===== src/inc/srm_pkg.sv =====
// Package for the SCSI repeater supervisory block: register map, fields, timing.
// Assumes a 25 MHz aclk and 32-bit AXI4-Lite register access.
package srm_pkg;

  // ***********************************************
  // Clock and timing
  // ***********************************************
  localparam int unsigned CLK_HZ = 25_000_000;
  localparam int unsigned HEARTBEAT_MS = 500;
  localparam int unsigned FASTBLINK_MS = 50;
  localparam int unsigned GPIO_WAIT_MS = 100;
  localparam int unsigned SEL_DEBOUNCE_MS = 10;
  localparam int unsigned BUSRST_US = 25;
  localparam int unsigned HEARTBEAT_CYC = CLK_HZ / 1000 * HEARTBEAT_MS;
  localparam int unsigned FASTBLINK_CYC = CLK_HZ / 1000 * FASTBLINK_MS;
  localparam int unsigned GPIO_WAIT_CYC = CLK_HZ / 1000 * GPIO_WAIT_MS;
  localparam int unsigned SEL_DEBOUNCE_CYC = CLK_HZ / 1000 * SEL_DEBOUNCE_MS;
  localparam int unsigned BUSRST_CYC = (CLK_HZ / 1_000_000) * BUSRST_US;

  // ***********************************************
  // Register map (byte addresses)
  // ***********************************************
  localparam logic [7:0] CTRL_OFS = 8'h00;
  localparam logic [7:0] STAT_OFS = 8'h04;
  localparam logic [7:0] IRQ_STAT_OFS = 8'h08;
  localparam logic [7:0] IRQ_MASK_OFS = 8'h0C;

  // CTRL fields
  localparam int unsigned CTRL_CMD_VALID_BIT = 0;
  localparam int unsigned CTRL_LUN_MODE_BIT = 1;
  localparam logic [31:0] CTRL_RESET = 32'h0000_0000;

  // STAT fields
  localparam int unsigned ST_LUN_BIT = 0;
  localparam int unsigned ST_SEL_DIFF_BIT = 1;
  localparam int unsigned ST_EXT_EN_BIT = 2;
  localparam int unsigned ST_MISWIRE_BIT = 3;
  localparam int unsigned ST_DSFAULT_BIT = 4;
  localparam int unsigned ST_READY_BIT = 5;

  // Interrupt fields
  localparam int unsigned IRQ_W = 3;
  localparam int unsigned IRQ_SEL_CHG_BIT = 0;
  localparam int unsigned IRQ_DSFAULT_BIT = 1;
  localparam int unsigned IRQ_MODE_BIT = 2;
  localparam logic [IRQ_W-1:0] IRQ_MASK_RESET = 3'h0;

  localparam logic [1:0] AXI_OKAY = 2'b00;
  localparam logic [1:0] AXI_SLVERR = 2'b10;

  typedef enum logic [3:0] {
    SRM_WAKE = 4'b0001,
    SRM_WAIT_CMD = 4'b0010,
    SRM_RUN = 4'b0100,
    SRM_FAULT = 4'b1000
  } srm_state_t;

endpackage : srm_pkg


===== src/core/srm_core.sv =====
// Supervisory logic of the SCSI repeater/converter board.
// Assumes all pin inputs are asynchronous to aclk; register access over AXI4-Lite.
//
// Functional notes
// Controller commands repeater or LUN mode after self test; board adopts it.
// Without GPIO link at start-up, board comes up as repeater.
// Controller exchanges mode commands and status only over GPIO bus.
// Heartbeat LED toggles slowly while powered.
// Repeater mode forwards all transactions between external and internal bus.
// Differential selection converts differential host side to single-ended inside.
// Light the LED beside the selected external port.
// Wrong bus type on selected port flashes that LED rapidly.
// Sample selector at power-up, then verify attached bus type matches.
// Differential port active and DIFFSENSE low disables external bus at once.
// Notify controller whenever selector position changes during operation.
// Any selector change pulses internal bus reset toward the autochanger.
// After DIFFSENSE fault keep external bus off until next selector evaluation.
//
// The AXI4-Lite interface to the registers and the register addresses were left to the implementer.
`timescale 1ns/1ns
`default_nettype none
module srm_core (
  input wire logic aclk,
  input wire logic aresetn,
  input wire logic [31:0] s_axi_awaddr,
  input wire logic s_axi_awvalid,
  output logic s_axi_awready,
  input wire logic [31:0] s_axi_wdata,
  input wire logic [3:0] s_axi_wstrb,
  input wire logic s_axi_wvalid,
  output logic s_axi_wready,
  output logic [1:0] s_axi_bresp,
  output logic s_axi_bvalid,
  input wire logic s_axi_bready,
  input wire logic [31:0] s_axi_araddr,
  input wire logic s_axi_arvalid,
  output logic s_axi_arready,
  output logic [31:0] s_axi_rdata,
  output logic [1:0] s_axi_rresp,
  output logic s_axi_rvalid,
  input wire logic s_axi_rready,
  input wire logic gpio_link_present,
  input wire logic sel_diff_pin,
  input wire logic diffsense_pin,
  input wire logic se_wrong_type_pin,
  output logic ext_bus_enable,
  output logic diff_mode,
  output logic lun_mode,
  output logic int_bus_reset,
  output logic led_se,
  output logic led_diff,
  output logic led_heartbeat,
  output logic irq
);
  import srm_pkg::*;

  // ***********************************************
  // Pin synchronisers
  // ***********************************************
  logic [3:0] pin_meta_reg;
  logic [3:0] pin_sync_reg;
  // Kept out of reset so the pin levels are already settled when wake-up samples them
  always_ff @(posedge aclk) begin
    pin_meta_reg <= {se_wrong_type_pin, diffsense_pin, sel_diff_pin, gpio_link_present};
    pin_sync_reg <= pin_meta_reg;
  end
  logic link_s, sel_s, dsense_s, se_wrong_s;
  assign link_s = pin_sync_reg[0];
  assign sel_s = pin_sync_reg[1];
  assign dsense_s = pin_sync_reg[2];
  assign se_wrong_s = pin_sync_reg[3];

  // ***********************************************
  // Selector debounce
  // ***********************************************
  // A slider bounces; only a position held for the full window is believed
  logic sel_stable_reg;
  logic sel_change;
  logic [31:0] deb_cnt_reg;
  always_ff @(posedge aclk) begin
    if (!aresetn) begin
      deb_cnt_reg <= 32'h0000_0000;
    end else if (sel_s == sel_stable_reg) begin
      deb_cnt_reg <= 32'h0000_0000;
    end else begin
      deb_cnt_reg <= deb_cnt_reg + 32'h0000_0001;
    end
  end
  assign sel_change = (sel_s != sel_stable_reg) && (deb_cnt_reg >= SEL_DEBOUNCE_CYC - 1);

  // ***********************************************
  // Mode sequencer
  // ***********************************************
  srm_state_t state_reg;
  logic [31:0] wait_cnt_reg;
  logic [31:0] ctrl_reg;
  logic cmd_seen;
  assign cmd_seen = ctrl_reg[CTRL_CMD_VALID_BIT];

  always_ff @(posedge aclk) begin
    if (!aresetn) begin
      state_reg <= SRM_WAKE;
      wait_cnt_reg <= 32'h0000_0000;
    end else begin
      case (state_reg)
        SRM_WAKE: begin
          wait_cnt_reg <= 32'h0000_0000;
          state_reg <= SRM_WAIT_CMD;
        end
        SRM_WAIT_CMD: begin
          wait_cnt_reg <= wait_cnt_reg + 32'h0000_0001;
          if (cmd_seen) begin
            state_reg <= SRM_RUN;
          end else if (!link_s || wait_cnt_reg >= GPIO_WAIT_CYC - 1) begin
            state_reg <= SRM_RUN;
          end
        end
        SRM_RUN: begin
          if (sel_stable_reg && !dsense_s) begin
            state_reg <= SRM_FAULT;
          end
        end
        SRM_FAULT: begin
          if (sel_change) begin
            state_reg <= SRM_RUN;
          end
        end
        default: state_reg <= SRM_WAKE;
      endcase
    end
  end

  // Selector is caught at wake-up and re-evaluated after each debounced change
  always_ff @(posedge aclk) begin
    if (!aresetn) begin
      sel_stable_reg <= 1'b0;
    end else if (state_reg == SRM_WAKE) begin
      sel_stable_reg <= sel_s;
    end else if (sel_change) begin
      sel_stable_reg <= ~sel_stable_reg;
    end
  end

  // Mode is latched only from a controller command; otherwise repeater
  logic lun_reg;
  always_ff @(posedge aclk) begin
    if (!aresetn) begin
      lun_reg <= 1'b0;
    end else if (cmd_seen && state_reg != SRM_WAKE) begin
      lun_reg <= ctrl_reg[CTRL_LUN_MODE_BIT];
    end
  end

  // ***********************************************
  // Bus path control
  // ***********************************************
  logic miswire;
  assign miswire = sel_stable_reg ? !dsense_s : se_wrong_s;
  logic ext_en_reg;
  logic diff_reg;
  always_ff @(posedge aclk) begin
    if (!aresetn) begin
      ext_en_reg <= 1'b0;
      diff_reg <= 1'b0;
    end else begin
      // DIFFSENSE also gates the enable directly so the bus drops on the same edge that enters SRM_FAULT, not a cycle later
      ext_en_reg <= (state_reg == SRM_RUN) && !(sel_stable_reg && !dsense_s) && !sel_change;
      diff_reg <= sel_stable_reg;
    end
  end
  assign ext_bus_enable = ext_en_reg;
  assign diff_mode = diff_reg;
  assign lun_mode = lun_reg;

  // Internal bus reset pulse on every switch change
  logic [15:0] rst_cnt_reg;
  always_ff @(posedge aclk) begin
    if (!aresetn) begin
      rst_cnt_reg <= 16'h0000;
    end else if (sel_change && state_reg != SRM_WAKE) begin
      rst_cnt_reg <= 16'(BUSRST_CYC);
    end else if (rst_cnt_reg != 16'h0000) begin
      rst_cnt_reg <= rst_cnt_reg - 16'h0001;
    end
  end
  assign int_bus_reset = (rst_cnt_reg != 16'h0000);

  // ***********************************************
  // Indicators
  // ***********************************************
  logic [31:0] hb_cnt_reg;
  logic hb_reg;
  logic [31:0] fb_cnt_reg;
  logic fb_reg;
  always_ff @(posedge aclk) begin
    if (!aresetn) begin
      hb_cnt_reg <= 32'h0000_0000;
      hb_reg <= 1'b0;
    end else if (hb_cnt_reg >= HEARTBEAT_CYC - 1) begin
      hb_cnt_reg <= 32'h0000_0000;
      hb_reg <= ~hb_reg;
    end else begin
      hb_cnt_reg <= hb_cnt_reg + 32'h0000_0001;
    end
  end
  always_ff @(posedge aclk) begin
    if (!aresetn) begin
      fb_cnt_reg <= 32'h0000_0000;
      fb_reg <= 1'b0;
    end else if (fb_cnt_reg >= FASTBLINK_CYC - 1) begin
      fb_cnt_reg <= 32'h0000_0000;
      fb_reg <= ~fb_reg;
    end else begin
      fb_cnt_reg <= fb_cnt_reg + 32'h0000_0001;
    end
  end
  logic port_led;
  logic led_se_reg, led_diff_reg;
  assign port_led = (miswire || state_reg == SRM_FAULT) ? fb_reg : 1'b1;
  always_ff @(posedge aclk) begin
    if (!aresetn) begin
      led_se_reg <= 1'b0;
      led_diff_reg <= 1'b0;
    end else begin
      led_se_reg <= !sel_stable_reg && port_led;
      led_diff_reg <= sel_stable_reg && port_led;
    end
  end
  assign led_se = led_se_reg;
  assign led_diff = led_diff_reg;
  assign led_heartbeat = hb_reg;

  // ***********************************************
  // Interrupt status
  // ***********************************************
  logic [IRQ_W-1:0] irq_stat_reg;
  logic [IRQ_W-1:0] irq_mask_reg;
  logic [IRQ_W-1:0] irq_event;
  logic [IRQ_W-1:0] irq_w1c;
  logic fault_entry;
  logic mode_entry;
  assign fault_entry = (state_reg == SRM_RUN) && sel_stable_reg && !dsense_s;
  assign mode_entry = (state_reg == SRM_WAIT_CMD) && (cmd_seen || !link_s || wait_cnt_reg >= GPIO_WAIT_CYC - 1);
  assign irq_event = {mode_entry, fault_entry, sel_change && state_reg != SRM_WAKE};

  // ***********************************************
  // AXI4-Lite slave
  // ***********************************************
  logic aw_held_reg, w_held_reg, bvalid_reg, rvalid_reg;
  logic [7:0] awaddr_reg;
  logic [31:0] wdata_reg;
  logic [3:0] wstrb_reg;
  logic [1:0] bresp_reg, rresp_reg;
  logic [31:0] rdata_reg;
  logic do_write;
  assign s_axi_awready = !aw_held_reg && !bvalid_reg;
  assign s_axi_wready = !w_held_reg && !bvalid_reg;
  assign do_write = aw_held_reg && w_held_reg && !bvalid_reg;
  logic wr_ctrl, wr_mask, wr_istat, wr_known;
  assign wr_ctrl = do_write && awaddr_reg == CTRL_OFS;
  assign wr_mask = do_write && awaddr_reg == IRQ_MASK_OFS;
  assign wr_istat = do_write && awaddr_reg == IRQ_STAT_OFS;
  assign wr_known = wr_ctrl || wr_mask || wr_istat || awaddr_reg == STAT_OFS;
  assign irq_w1c = (wr_istat && wstrb_reg[0]) ? wdata_reg[IRQ_W-1:0] : '0;

  always_ff @(posedge aclk) begin
    if (!aresetn) begin
      aw_held_reg <= 1'b0;
      w_held_reg <= 1'b0;
      bvalid_reg <= 1'b0;
      awaddr_reg <= 8'h00;
      wdata_reg <= 32'h0000_0000;
      wstrb_reg <= 4'h0;
      bresp_reg <= AXI_OKAY;
    end else begin
      if (s_axi_awvalid && s_axi_awready) begin
        aw_held_reg <= 1'b1;
        awaddr_reg <= {s_axi_awaddr[7:2], 2'b00};
      end
      if (s_axi_wvalid && s_axi_wready) begin
        w_held_reg <= 1'b1;
        wdata_reg <= s_axi_wdata;
        wstrb_reg <= s_axi_wstrb;
      end
      if (do_write) begin
        aw_held_reg <= 1'b0;
        w_held_reg <= 1'b0;
        bvalid_reg <= 1'b1;
        bresp_reg <= (wr_known && awaddr_reg[7:4] == 4'h0) ? AXI_OKAY : AXI_SLVERR;
      end else if (bvalid_reg && s_axi_bready) begin
        bvalid_reg <= 1'b0;
      end
    end
  end

  // Writes to CTRL arrive from the GPIO side of the controller
  always_ff @(posedge aclk) begin
    if (!aresetn) begin
      ctrl_reg <= CTRL_RESET;
      irq_mask_reg <= IRQ_MASK_RESET;
    end else begin
      if (wr_ctrl && wstrb_reg[0]) begin
        ctrl_reg[7:0] <= wdata_reg[7:0];
      end
      if (wr_mask && wstrb_reg[0]) begin
        irq_mask_reg <= wdata_reg[IRQ_W-1:0];
      end
    end
  end

  // Set wins over a simultaneous write-one-to-clear
  always_ff @(posedge aclk) begin
    if (!aresetn) begin
      irq_stat_reg <= '0;
    end else begin
      irq_stat_reg <= (irq_stat_reg & ~irq_w1c) | irq_event;
    end
  end
  assign irq = |(irq_stat_reg & irq_mask_reg);

  logic [31:0] stat_word;
  always_comb begin
    stat_word = 32'h0000_0000;
    stat_word[ST_LUN_BIT] = lun_reg;
    stat_word[ST_SEL_DIFF_BIT] = sel_stable_reg;
    stat_word[ST_EXT_EN_BIT] = ext_en_reg;
    stat_word[ST_MISWIRE_BIT] = miswire;
    stat_word[ST_DSFAULT_BIT] = (state_reg == SRM_FAULT);
    stat_word[ST_READY_BIT] = (state_reg == SRM_RUN) || (state_reg == SRM_FAULT);
  end

  assign s_axi_arready = !rvalid_reg;
  always_ff @(posedge aclk) begin
    if (!aresetn) begin
      rvalid_reg <= 1'b0;
      rdata_reg <= 32'h0000_0000;
      rresp_reg <= AXI_OKAY;
    end else if (s_axi_arvalid && s_axi_arready) begin
      rvalid_reg <= 1'b1;
      rresp_reg <= AXI_OKAY;
      case ({s_axi_araddr[7:2], 2'b00})
        CTRL_OFS: rdata_reg <= ctrl_reg;
        STAT_OFS: rdata_reg <= stat_word;
        IRQ_STAT_OFS: rdata_reg <= {29'h0000_0000, irq_stat_reg};
        IRQ_MASK_OFS: rdata_reg <= {29'h0000_0000, irq_mask_reg};
        default: begin
          rdata_reg <= 32'h0000_0000;
          rresp_reg <= AXI_SLVERR;
        end
      endcase
    end else if (rvalid_reg && s_axi_rready) begin
      rvalid_reg <= 1'b0;
    end
  end
  assign s_axi_bvalid = bvalid_reg;
  assign s_axi_bresp = bresp_reg;
  assign s_axi_rvalid = rvalid_reg;
  assign s_axi_rdata = rdata_reg;
  assign s_axi_rresp = rresp_reg;

endmodule : srm_core
`default_nettype wire


===== config.mk =====
export PLATFORM = sky130hd
export DESIGN_NAME = srm_core
export DESIGN_NICKNAME = d
export VERILOG_FILES = /design/src/inc/srm_pkg.sv /design/src/core/srm_core.sv
export SDC_FILE = /design/constraint.sdc
export NUM_CORES = 1
export LEC_CHECK = 0
export BUFFER_PORTS_ARGS = -buffer_cell sky130_fd_sc_hd__buf_2
export CELL_PAD_IN_SITES_DETAIL_PLACEMENT = 1
export CELL_PAD_IN_SITES_GLOBAL_PLACEMENT = 1
export CORE_UTILIZATION = 45
export CTS_CLUSTER_DIAMETER = 80
export DETAILED_ROUTE_END_ITERATION = 16
export PLACE_DENSITY = 0.89
export SYNTH_ARGS = -nofsm -noshare
export SYNTH_HDL_FRONTEND = slang
export SYNTH_SLANG_ARGS = --single-unit
export TNS_END_PERCENT = 5

===== constraint.sdc =====
create_clock -name aclk -period 3.8 [get_ports aclk]
set_clock_uncertainty 0.1 [all_clocks]
set_input_delay 0.76 -clock aclk [delete_from_list [all_inputs] [get_ports aclk]]
set_output_delay 0.76 -clock aclk [all_outputs]
set_load 0.005 [all_outputs]

# --- Word level (Yosys, flattened, before mapping) ---
# Cells that the tools add are included.
classes:
  add_sub_neg: 5
  mul: 0
  n_div: 0
  magnitude_cmp: 4
  n_eq_ne: 16
  n_shift: 0
  muxes: 20
  bitwise_logic: 8
  reduce_logical: 61
op_table:
  columns: ["cell", "n"]
  rows:
  - ["32-bit by 1-bit adder with 32-bit output, second input constant", 4]
  - ["32-bit case mux with 2 select lines", 1]
  - ["32-bit by 18-bit >= comparator with 1-bit output, second input constant", 1]
  - ["32-bit by 21-bit >= comparator with 1-bit output, second input constant", 1]
  - ["32-bit by 22-bit >= comparator with 1-bit output, second input constant", 1]
  - ["32-bit by 24-bit >= comparator with 1-bit output, second input constant", 1]
  - ["8-bit case mux with 4 select lines", 1]
  - ["1-bit logical AND", 27]
  - ["6-bit by 2-bit equality test with 1-bit output, second input constant", 4]
  - ["10-bit 2-to-1 mux", 2]
  - ["4-bit 2-to-1 mux", 4]
  - ["4-bit case mux with 4 select lines", 1]
  - ["16-bit nonzero test", 1]
  - ["16-bit by 1-bit subtractor with 16-bit output, second input constant", 1]
  - ["6-bit by 1-bit equality test with 1-bit output, second input constant", 2]
  - ["2-bit nonzero test", 5]
  - ["2-bit OR reduction", 5]
  - ["1-bit zero test", 9]
  - ["8-bit zero test", 1]
  - ["1-bit logical OR", 8]
  - ["1-bit 2-to-1 mux", 8]
  - ["3-bit bitwise AND", 2]
  - ["6-bit zero test", 1]
  - ["4-bit by 1-bit equality test with 1-bit output, second input constant", 1]
  - ["other kinds (17)", 22]
totals:
  reg_bits: 233
  latchBits: 0
  ram_bits: 0
  rom_bits: 0
  in_bits: 111
  n_memories: 0

# --- Longest topological paths before layout ---
# Gate-level depths: netlist of the first run.
depth:
  ltp_word: 8
  ltp_mapped: 8
  mapped_depth_nobuf: 7

# --- Worst setup path before layout of the first run ---
# OpenSTA, ideal clock, no wires.
synth_timing:
  path_type: "reg2out"
  startpoint: "register rst_cnt_reg[4]"
  endpoint: "output int_bus_reset"
  arrival_ns: 1.492
  required_time_ns: 2.940
  path_slack_ns: 1.448
  path_stages_with_launch: 6
  n_path_buf: 2
  cell_sequence: "dfxtp_1 > clkbuf_1 > nor4_1 > nand2_1 > or4_1 > clkbuf_1"
synth_between:
  elab_chain_cells: 1
synth_rtl:
  columns: ["item", "line", "source"]
  rows:
  - ["start: declaration", "srm_core.sv:176", "logic [15:0] rst_cnt_reg;"]
  - ["start signal: assignment", "srm_core.sv:181", "rst_cnt_reg <= 16'(BUSRST_CYC);"]
  - ["start signal: assignment", "srm_core.sv:183", "rst_cnt_reg <= rst_cnt_reg - 16'h0001;"]
  - ["16-bit nonzero test", "srm_core.sv:186", "assign int_bus_reset = (rst_cnt_reg != 16'h0000);"]
  - ["end: declaration", "srm_core.sv:49", "output logic int_bus_reset,"]
# Every way passes these cells.

# --- Final worst setup path of the first run ---
layout_timing:
  startpoint: "register rst_cnt_reg[6]"
  endpoint: "output int_bus_reset"
# Same word-level chain as after synthesis.

==> results of run 1 <==
-- critical path, delay by kind of cell, from the launching register on --
family | cells | cell delay, ps
buffers and inverters | 1 | 180
flip-flops | 1 | 340
AND/OR/NAND/NOR | 3 | 1300
-- placed cells by master, fill, tap and decap left out, drive strengths merged, types with 5 or more instances in the layout --
master and instances:
a21boi 32, a21o 5, a21oi 22, and2 18
and3 17, and4 8, buf 59, clkbuf 30
clkinv 7, conb 45, dfxtp 207, ha 6
inv 15, mux2i 11, nand2 109, nand3 48
nand4 29, nor2 130, nor2b 18, nor3 21
nor3b 7, nor4 21, o211ai 12, o21a 10
o21ai 23, or3 12, or4 5, xnor2 36
xor2 51
-- synth_stat cells, drive strengths merged, types with 3 or more instances --
cell / count / area [um2]
o21ai: 23 / 115
o2111ai: 3 / 26.3
or2: 4 / 25.0
xnor2: 36 / 315
and4: 8 / 70.1
clkbuf: 28 / 105
dfxtp: 207 / 4140
nor3: 21 / 121
buf: 35 / 240
or4: 5 / 37.5
a21oi: 22 / 110
nand3b: 3 / 22.5
o211a: 4 / 40.0
and3: 17 / 106
nand3: 48 / 240
nor2: 130 / 488
nand2b: 3 / 18.8
a211oi: 4 / 30.0
or3: 12 / 75.1
ha: 6 / 75.1
and2: 18 / 113
nand2: 109 / 409
nor3b: 7 / 52.6
xor2: 51 / 447
a21o: 5 / 37.5
mux4: 3 / 67.6
o21a: 10 / 75.1
nand4: 29 / 196
a21boi: 32 / 240
nor4b: 4 / 41.3
inv: 15 / 56.3
mux2i: 11 / 110
a22oi: 4 / 30.0
nor2b: 18 / 113
o211ai: 12 / 90.1
nor4: 21 / 146
o31ai: 4 / 30.0
-- cell type report --
type	count	area (um2)	share of cell area
multi-input cells	751	4460	0.445
flip-flops and latches	207	4140	0.413
clock buffers	30	662	0.0659
well taps	260	325	0.0324
repair buffers	59	308	0.0307
clock inverters	9	72.6	0.00723
inverters	15	56.3	0.00561
diodes	2	5.00	0.000499
-- report_power, final --
part,internal [uW],switching (uW)
registers,2220,42.8
logic,87.6,155
clock network,1280,865
-- stage by stage --
| step | util | total power, uW | instances | hold WS (ps) | setup WS (ps) |
|---|---|---|---|---|---|
| after detailed placement | 0.490 | 2550 | 1292 | 213 | 980 |
| after global placement | 0.490 | 2540 | 1292 | 211 | 1060 |
| after CTS | 0.529 | 4700 | 1331 | 227 | 617 |
| after floorplan | - | 2480 | 1036 | 210 | 1450 |
| after global routing | 0.529 | 4820 | 1332 | 239 | 498 |
| final | 0.530 | 4650 | 1333 | 228 | 621 |
-- worst paths after layout --
| check | endpoint | start | cells past startpoint |
|---|---|---|---|
| max reg2reg | wait_cnt_reg[26]$_SDFFE_PN0P_ | state_reg[1]$_SDFFE_PN0P_ | 6 |
| min reg2reg | pin_sync_reg[0]$_DFF_P_ | pin_meta_reg[0]$_DFF_P_ | 0 |
| min | pin_sync_reg[0]$_DFF_P_ | pin_meta_reg[0]$_DFF_P_ | 0 |
| max | int_bus_reset | rst_cnt_reg[6]$_SDFFE_PN0P_ | 4 |
-- cells by family (layout without fill, tap and decap cells) --
group	after synthesis	count (layout)	share of synthesized area
and+or+nand+nor	461	461	0.262
DFF	207	207	0.469
AOI/OAI and AO/OA	136	136	0.106
xor gates and xnor gates	87	87	0.0862
buffers and inverters	78	113	0.0454
muxes	16	16	0.0226
adders and majority gates	6	6	0.00849
other	1	47	0.000424
-- per-layer routing --
metal,wire length (um),global-route usage,up-vias,part of all wire
li1,-,-,3505,-
met1,9350,0.256,3422,0.45
met2,10200,0.377,92,0.49
met3,788,0.0340,26,0.038
met4,364,0.0526,0,0.018
met5,0,0,-,0
==> impl_metrics.py, run 1 <==
metrics = {
    "outcome": {
        "status": "finished, final reports clean",
    },
    "timing": {
        "tns_ps": 0,
        "relSlewSlack": 0.264,
        "worst_slew_pin_slew_ps": 1090,
        "drv_slew": 0,
        "report.final.setup_viol": 0,
        "final.period_utilization": 0.837,
        "fmax_ghz": 0.315,
        "min_period_ps": 3180,
        "rsz0062_at_grt": "false",
        "hold_violations": 0,
    },
    "synthesis": {
        "synth-edff-count": 0,
        "async_reset_ff_frac": 0,
        "syn_area_mm2": 0.00884,
        "synthCells": 992,
        "yosysWarnings": 0,
        "ys_types": 64,
        "synth.avg_cell_area_um2": 8.92,
        "synth-seq-cells": 207,
        "synth_seq_area_share": 0.469,
        "ys.flop_type": "dfxtp_1",
    },
    "clock_tree": {
        "root_buffer": "clkbuf_16",
        "cts_resized": 0,
        "tritoncts": "built",
        "numCtsBuffers": 23,
        "post_cts.repair.setup_buffers": 0,
        "clock_path_buffers": 3,
        "clkSinkCount": 207,
        "htreeDepth": 1,
        "holdBufCountCts": 0,
        "cts.clk_slew.worst_paths_ps": 60,
        "clock_latency_ps": 500,
    },
    "die": {
        "rows": 50,
        "die_w_um": 142,
        "die_area_mm2": 0.0202,
        "die_h_um": 142,
        "io_pins": 160,
        "start_util": 0.467,
        "core_area_mm2": 0.0190,
    },
    "worst_setup_path": {
        "critPathKind": "reg -> out",
        "cp_data_arrival_time_ps": 2320,
        "required_ps": 2940,
        "crit_fanout": 6,
        "critPathLaunchType": "flip-flop",
        "end_kind": "output pin",
        "slowest_stage": "or4_1",
        "cp_slowest_stage_delay_ps": 570,
        "r2r_setup_slack_ps": 1040,
        "path_cells": "nor4_1, nand2_1, or4_1, buf_2",
    },
    "drt": {
        "vias": 7045,
        "firstDrtPassIters": 4,
        "ant_nets": 0,
        "drt-initial-drc-count": 240,
        "vias_per_cell": 5.29,
        "wl_per_cell_um": 15.6,
        "finalWirelength_mm": 20.7,
        "drc": 0,
    },
    "placed_design": {
        "hpwlAfterDp_mm": 14.1,
        "gp_congestion": 0.771,
        "io_buffers": 54,
        "placed_area_mm2": 0.00930,
    },
    "global_route": {
        "first_global_vias": 7160,
        "antenna_found_initial": 2,
        "overflow": 0,
        "grt_start_max_net_pins": 97,
        "grt_pass1_wl_mm": 34.6,
        "grtUsageTotal": 0.209,
    },
    "cells_and_area": {
        "fillers": 2247,
        "fin_nets": 1174,
        "drive_gt1_frac": 0.106,
        "fin_area_mm2": 0.0100,
        "area_delta_synth_final_pct": 13.5,
    },
    "power": {
        "peakVddDrop_v": 0.000402,
        "power_density_mw_per_mm2": 464,
        "p_leak_uw": 0.00385,
    },
    "worst_hold_path": {
        "hold_path_class": "reg -> reg",
    },
    "run": {
        "drv_cap": 0,
    },
}
Note: power is estimated with default switching activity, not from simulation.
==> inputs of run 2 (changes only) <==
--- a/config.mk
+++ b/config.mk
@@ -8,10 +8,10 @@
 export BUFFER_PORTS_ARGS = -buffer_cell sky130_fd_sc_hd__buf_2
 export CELL_PAD_IN_SITES_DETAIL_PLACEMENT = 1
 export CELL_PAD_IN_SITES_GLOBAL_PLACEMENT = 1
-export CORE_UTILIZATION = 45
+export CORE_UTILIZATION = 38
 export CTS_CLUSTER_DIAMETER = 80
 export DETAILED_ROUTE_END_ITERATION = 16
-export PLACE_DENSITY = 0.89
+export PLACE_DENSITY = 0.8
 export SYNTH_ARGS = -nofsm -noshare
 export SYNTH_HDL_FRONTEND = slang
 export SYNTH_SLANG_ARGS = --single-unit
==> constraint.sdc (replaced) <==
create_clock -name aclk -period 2.8 [get_ports aclk]
set_clock_uncertainty 0.1 [all_clocks]
set_input_delay 0.56 -clock aclk [delete_from_list [all_inputs] [get_ports aclk]]
set_output_delay 0.56 -clock aclk [all_outputs]
set_load 0.005 [all_outputs]
==> impl_metrics.py, run 2 (synthesis results as in run 1) <==
metrics = {
    "drt": {
        "drc": 0,
        "finalWirelength_mm": 20.8,
        "firstDrtPassIters": 4,
        "ant_nets": 0,
        "vias_per_cell": 5.18,
        "vias": 7091,
        "wl_per_cell_um": 15.2,
        "drt-initial-drc-count": 267,
    },
    "power": {
        "switching_share": 0.226,
        "totalPowerFinal_uw": 6780,
        "power.switching_uw": 1530,
        "p_int_uw": 5250,
        "p_leak_uw": 0.00395,
        "combPwrFrac": 0.049,
        "power_density_mw_per_mm2": 660,
        "share_seq_of_total_power": 0.452,
        "peakVddDrop_v": 0.000420,
        "clkPwrFrac": 0.498,
    },
    "clock_tree": {
        "tritoncts": "built",
        "cts_resized": 2,
        "clock_path_buffers": 3,
        "root_buffer": "clkbuf_16",
        "clkSinkCount": 207,
        "numCtsBuffers": 24,
        "holdBufCountCts": 0,
        "clock_latency_ps": 530,
        "htreeDepth": 1,
        "post_cts.repair.setup_buffers": 0,
        "cts.clk_slew.worst_paths_ps": 60,
    },
    "timing": {
        "hold_slack_ps": 49.8,
        "hold_violations": 0,
        "fmax_ghz": 0.373,
        "drv_slew": 0,
        "worst_slew_pin_slew_ps": 1000,
        "final.period_utilization": 0.956,
        "min_period_ps": 2680,
        "tns_ps": 0,
        "relSlewSlack": 0.325,
        "report.final.setup_viol": 0,
        "rsz0062_at_grt": "false",
    },
    "cells_and_area": {
        "area_delta_synth_final_pct": 16.2,
        "final_common_cell": "dfxtp_1",
        "fillers": 2696,
        "drive_gt1_frac": 0.117,
        "fin_nets": 1183,
        "layout_common_cells": "207 x dfxtp_1, 130 x nor2_1, 109 x nand2_1, 54 x buf_2, 51 x xor2_1",
    },
    "die": {
        "io_pins": 160,
        "die_h_um": 155,
        "die_w_um": 155,
        "core_area_mm2": 0.0227,
        "rows": 55,
        "start_util": 0.389,
        "die_area_mm2": 0.0239,
    },
    "placed_design": {
        "hpwlAfterDp_mm": 14.1,
        "gp_congestion": 0.767,
        "io_buffers": 54,
    },
    "worst_setup_path": {
        "r2r_setup_slack_ps": 140,
        "rr_endpoint": "wait_cnt_reg[31]$_SDFFE_PN0P_",
        "crit_family": "simple AND/OR/NAND/NOR gates",
        "critPathKind": "reg -> out",
        "crit_fanout": 5,
        "path_cells": "nor3_2, nand3b_1, or4_4, buf_2",
        "cp_data_arrival_time_ps": 2020,
        "slowest_stage": "or4_4",
        "reg2reg_depth": 6,
        "critPathLaunchType": "flip-flop",
        "timing.rr.start": "state_reg[0]$_SDFFE_PN1P_",
        "cp_slowest_stage_delay_ps": 560,
        "required_ps": 2140,
        "end_kind": "output pin",
        "critPathBufInv": 1,
    },
    "worst_hold_path": {
        "holdPathStages": 1,
        "holdCritStartpoint": "gpio_link_present",
        "hold_path_class": "in -> reg",
        "hold_end": "pin_meta_reg[0]$_DFF_P_",
    },
    "global_route": {
        "antenna_found_initial": 1,
        "grt_start_max_net_pins": 97,
        "overflow": 0,
        "grtUsageTotal": 0.178,
        "grt_pass1_wl_mm": 35.3,
        "first_global_vias": 7259,
    },
    "outcome": {
        "status": "finished, final reports clean",
    },
    "run": {
        "drv_cap": 0,
    },
}
[run 2: cell types whose count changed in the layout (fill, tap and decap cells not counted), moves of 2 or more]
| cell | before | now |
|---|---|---|
| buf_4 | 5 | 12 |
| bufinv_16 | 1 | 5 |
| inv_6 | 0 | 2 |
| clkbuf_8 | 6 | 3 |
| clkinv_2 | 7 | 4 |
[run 2: cell type report]
cell class	instances	area, um2	area share
multi-input combinational	751	4480	0.436
timing repair buffer	67	380	0.0370
tap	285	357	0.0347
clock buffer	29	649	0.0632
antenna	1	2.50	0.000243
clock inverter	13	213	0.0207
sequential	207	4140	0.403
inverter	15	56.3	0.00548
[run 2: power groups by stage]
| stage | Sequential [uW] | Clock [uW] | Combinational (uW) |
|---|---|---|---|
| after floorplan | 3110 | 0 | 267 |
| after global placement | 3130 | 0 | 328 |
| after detailed placement | 3130 | 0 | 334 |
| after CTS | 3070 | 3460 | 340 |
| after global routing | 3070 | 3600 | 377 |
| final | 3070 | 3380 | 335 |
[run 2: how the worst max path moves through the flow]
stage / end / from / depth (start not counted)
3_5_place_dp: wait_cnt_reg[31]$_SDFFE_PN0P_ / state_reg[3]$_SDFFE_PN0P_ / 6
2_1_floorplan: wait_cnt_reg[31]$_SDFFE_PN0P_ / state_reg[0]$_SDFFE_PN1P_ / 8
4_1_cts: int_bus_reset / rst_cnt_reg[12]$_SDFFE_PP0P_ / 4
6_report: int_bus_reset / rst_cnt_reg[12]$_SDFFE_PP0P_ / 4
5_1_grt: int_bus_reset / rst_cnt_reg[9]$_SDFFE_PN0P_ / 5
3_3_place_gp: wait_cnt_reg[31]$_SDFFE_PN0P_ / state_reg[1]$_SDFFE_PN0P_ / 6
[run 2: per-stage QoR]
step                      utilization  instance area [um2]  setup slack, ps  cells
after floorplan                     -                 9010              490   1036
after global routing            0.453                10300             1.18   1367
after CTS                       0.452                10300             35.1   1367
final                           0.453                10300              122   1368
after detailed placement        0.414                 9400              176   1325
after global placement          0.414                 9400              216   1325
[run 2: metal layers]
metal	vias up	GRT usage	wire, um
met1	3447	0.224	9600
met3	31	0.0303	751
met5	-	0	0
met2	100	0.310	9950
li1	3513	-	-
met4	0	0.0580	473
==> inputs of run 3 (changes only) <==
--- a/config.mk
+++ b/config.mk
@@ -5,10 +5,11 @@
 export SDC_FILE = /design/constraint.sdc
 export NUM_CORES = 1
 export LEC_CHECK = 0
-export BUFFER_PORTS_ARGS = -buffer_cell sky130_fd_sc_hd__buf_2
+export BUFFER_PORTS_ARGS = -buffer_cell sky130_fd_sc_hd__clkbuf_2
 export CELL_PAD_IN_SITES_DETAIL_PLACEMENT = 1
 export CELL_PAD_IN_SITES_GLOBAL_PLACEMENT = 1
 export CORE_UTILIZATION = 38
+export CTS_BUF_LIST = sky130_fd_sc_hd__clkbuf_16
 export CTS_CLUSTER_DIAMETER = 80
 export DETAILED_ROUTE_END_ITERATION = 16
 export PLACE_DENSITY = 0.8
==> impl_metrics.py, run 3 (synthesis results as in run 1) <==
metrics = {
    "outcome": {
        "status": "finished, final reports clean",
    },
    "cells_and_area": {
        "layout_common_cells": "207 x dfxtp_1, 130 x nor2_1, 109 x nand2_1, 54 x clkbuf_2, 51 x xor2_1",
        "final_cell_count_no_fill": 1367,
        "diodes": 0,
        "final_common_cell": "dfxtp_1",
        "final_util": 0.446,
        "drive_gt1_frac": 0.113,
        "fin_nets": 1184,
        "fillers": 2709,
        "area_delta_synth_final_pct": 14.6,
    },
    "worst_setup_path": {
        "required_ps": 2140,
        "r2r_setup_slack_ps": 180,
        "critPathLaunchType": "flip-flop",
        "crit_fanout": 5,
        "end_kind": "output pin",
        "cp_data_arrival_time_ps": 2020,
        "critPathKind": "reg -> out",
    },
    "drt": {
        "drt-initial-drc-count": 245,
        "ant_nets": 0,
        "firstDrtPassIters": 4,
        "vias_per_cell": 5.16,
        "vias": 7055,
        "finalWirelength_mm": 20.4,
        "drc": 0,
        "wl_per_cell_um": 15.0,
    },
    "placed_design": {
        "dp_cells": 1326,
        "pre_cts_ws_ps": 149,
        "io_buffers": 54,
        "gp_congestion": 0.738,
        "hpwlAfterDp_mm": 14.1,
    },
    "clock_tree": {
        "root_buffer": "clkbuf_16",
        "clock_latency_ps": 520,
        "cts.clk_slew.worst_paths_ps": 60,
        "post_cts.repair.setup_buffers": 0,
        "numCtsBuffers": 24,
        "tritoncts": "built",
        "holdBufCountCts": 0,
        "htreeDepth": 1,
        "clock_path_buffers": 3,
        "clkSinkCount": 207,
    },
    "die": {
        "die_w_um": 155,
        "io_pins": 160,
        "rows": 55,
        "start_util": 0.389,
        "die_h_um": 155,
        "die_area_mm2": 0.0239,
        "core_area_mm2": 0.0227,
    },
    "timing": {
        "worst_slack_ps": 122,
        "hold_violations": 0,
        "fmax_ghz": 0.373,
        "relSlewSlack": 0.309,
        "tns_ps": 0,
        "report.final.setup_viol": 0,
        "worst_slew_pin_slew_ps": 1030,
        "rsz0062_at_grt": "false",
        "final.period_utilization": 0.956,
        "drv_slew": 0,
        "min_period_ps": 2680,
    },
    "power": {
        "peakVddDrop_v": 0.000505,
        "p_leak_uw": 0.00389,
        "power_density_mw_per_mm2": 612,
    },
    "global_route": {
        "grt_pass1_wl_mm": 35.3,
        "grt_use_met1": 0.224,
        "grt_start_max_net_pins": 97,
        "overflow": 0,
        "first_global_vias": 7301,
        "busiest_layer": "met2",
        "grt_use_met2": 0.313,
        "met3_usage": 0.0314,
        "antenna_found_initial": 0,
        "grtUsageTotal": 0.177,
    },
    "worst_hold_path": {
        "hold_path_class": "in -> reg",
    },
    "run": {
        "drv_cap": 0,
    },
}
[run 3: cell count changes in the layout (fill, tap and decap cells not counted), sizes merged]
cell	previous run	this run
clkbuf	29	78
clkinv	6	10
diode	1	0
bufinv	5	0
buf	67	14
inv	17	20
clkinvlp	0	2
[run 3: critical path: stages, from the launching register on]
cell and delay, ps:
dfxtp_1 340, nor4_1 320, buf_4 180, nand2_1 60, or4_4 470, clkbuf_2 140
[run 3: cell type report]
class | instances | area [um2] | share of cell area
inverter | 15 | 56.3 | 0.00556
clock inverter | 17 | 110 | 0.0109
timing repair buffer | 68 | 388 | 0.0383
multi-input combinational | 751 | 4480 | 0.442
sequential | 207 | 4140 | 0.409
tap | 285 | 357 | 0.0352
clock buffer | 24 | 601 | 0.0593
[run 3: what timing repair did]
| action | 4_1_cts | 5_1_grt |
|---|---|---|
| setup endpoints to repair | 1 | 3 |
| resized for setup | 2 | 2 |
| endpoints found under the hold margin | 0 | 0 |
[run 3: power breakdown]
group | total [uW] | leakage [uW] | internal (uW) | switching [uW]
clock | 2800 | 0.000361 | 1570 | 1240
combinational | 335 | 0.00184 | 120 | 215
sequential | 3070 | 0.00168 | 3010 | 56.2
[run 3: per-stage QoR]
| step | power (uW) | cell area [um2] | hold WS (ps) |
|---|---|---|---|
| 2_1_floorplan | 3370 | 9010 | 210 |
| 3_3_place_gp | 3460 | 9410 | 211 |
| 3_5_place_dp | 3470 | 9410 | 218 |
| 4_1_cts | 6290 | 10100 | 24.1 |
| 5_1_grt | 6470 | 10100 | 21.9 |
| 6_report | 6210 | 10100 | 43.1 |
[run 3: metal layers]
layer | part of all wire | routed length, um | vias to the layer above
met5 | 0 | 0 | -
met4 | 0.016 | 337 | 0
met3 | 0.034 | 697 | 23
met2 | 0.48 | 9900 | 86
met1 | 0.46 | 9500 | 3425
li1 | - | - | 3521
[run 3: path summary, 6_finish.rpt]
| kind | from | end | depth (start not counted) |
|---|---|---|---|
| hold / removal | gpio_link_present | pin_meta_reg[0]$_DFF_P_ | 1 |
| hold reg to reg | pin_meta_reg[2]$_DFF_P_ | pin_sync_reg[2]$_DFF_P_ | 0 |
| setup reg to reg | state_reg[1]$_SDFFE_PN0P_ | wait_cnt_reg[31]$_SDFFE_PN0P_ | 6 |
| setup / recovery | rst_cnt_reg[6]$_SDFFE_PN0P_ | int_bus_reset | 5 |
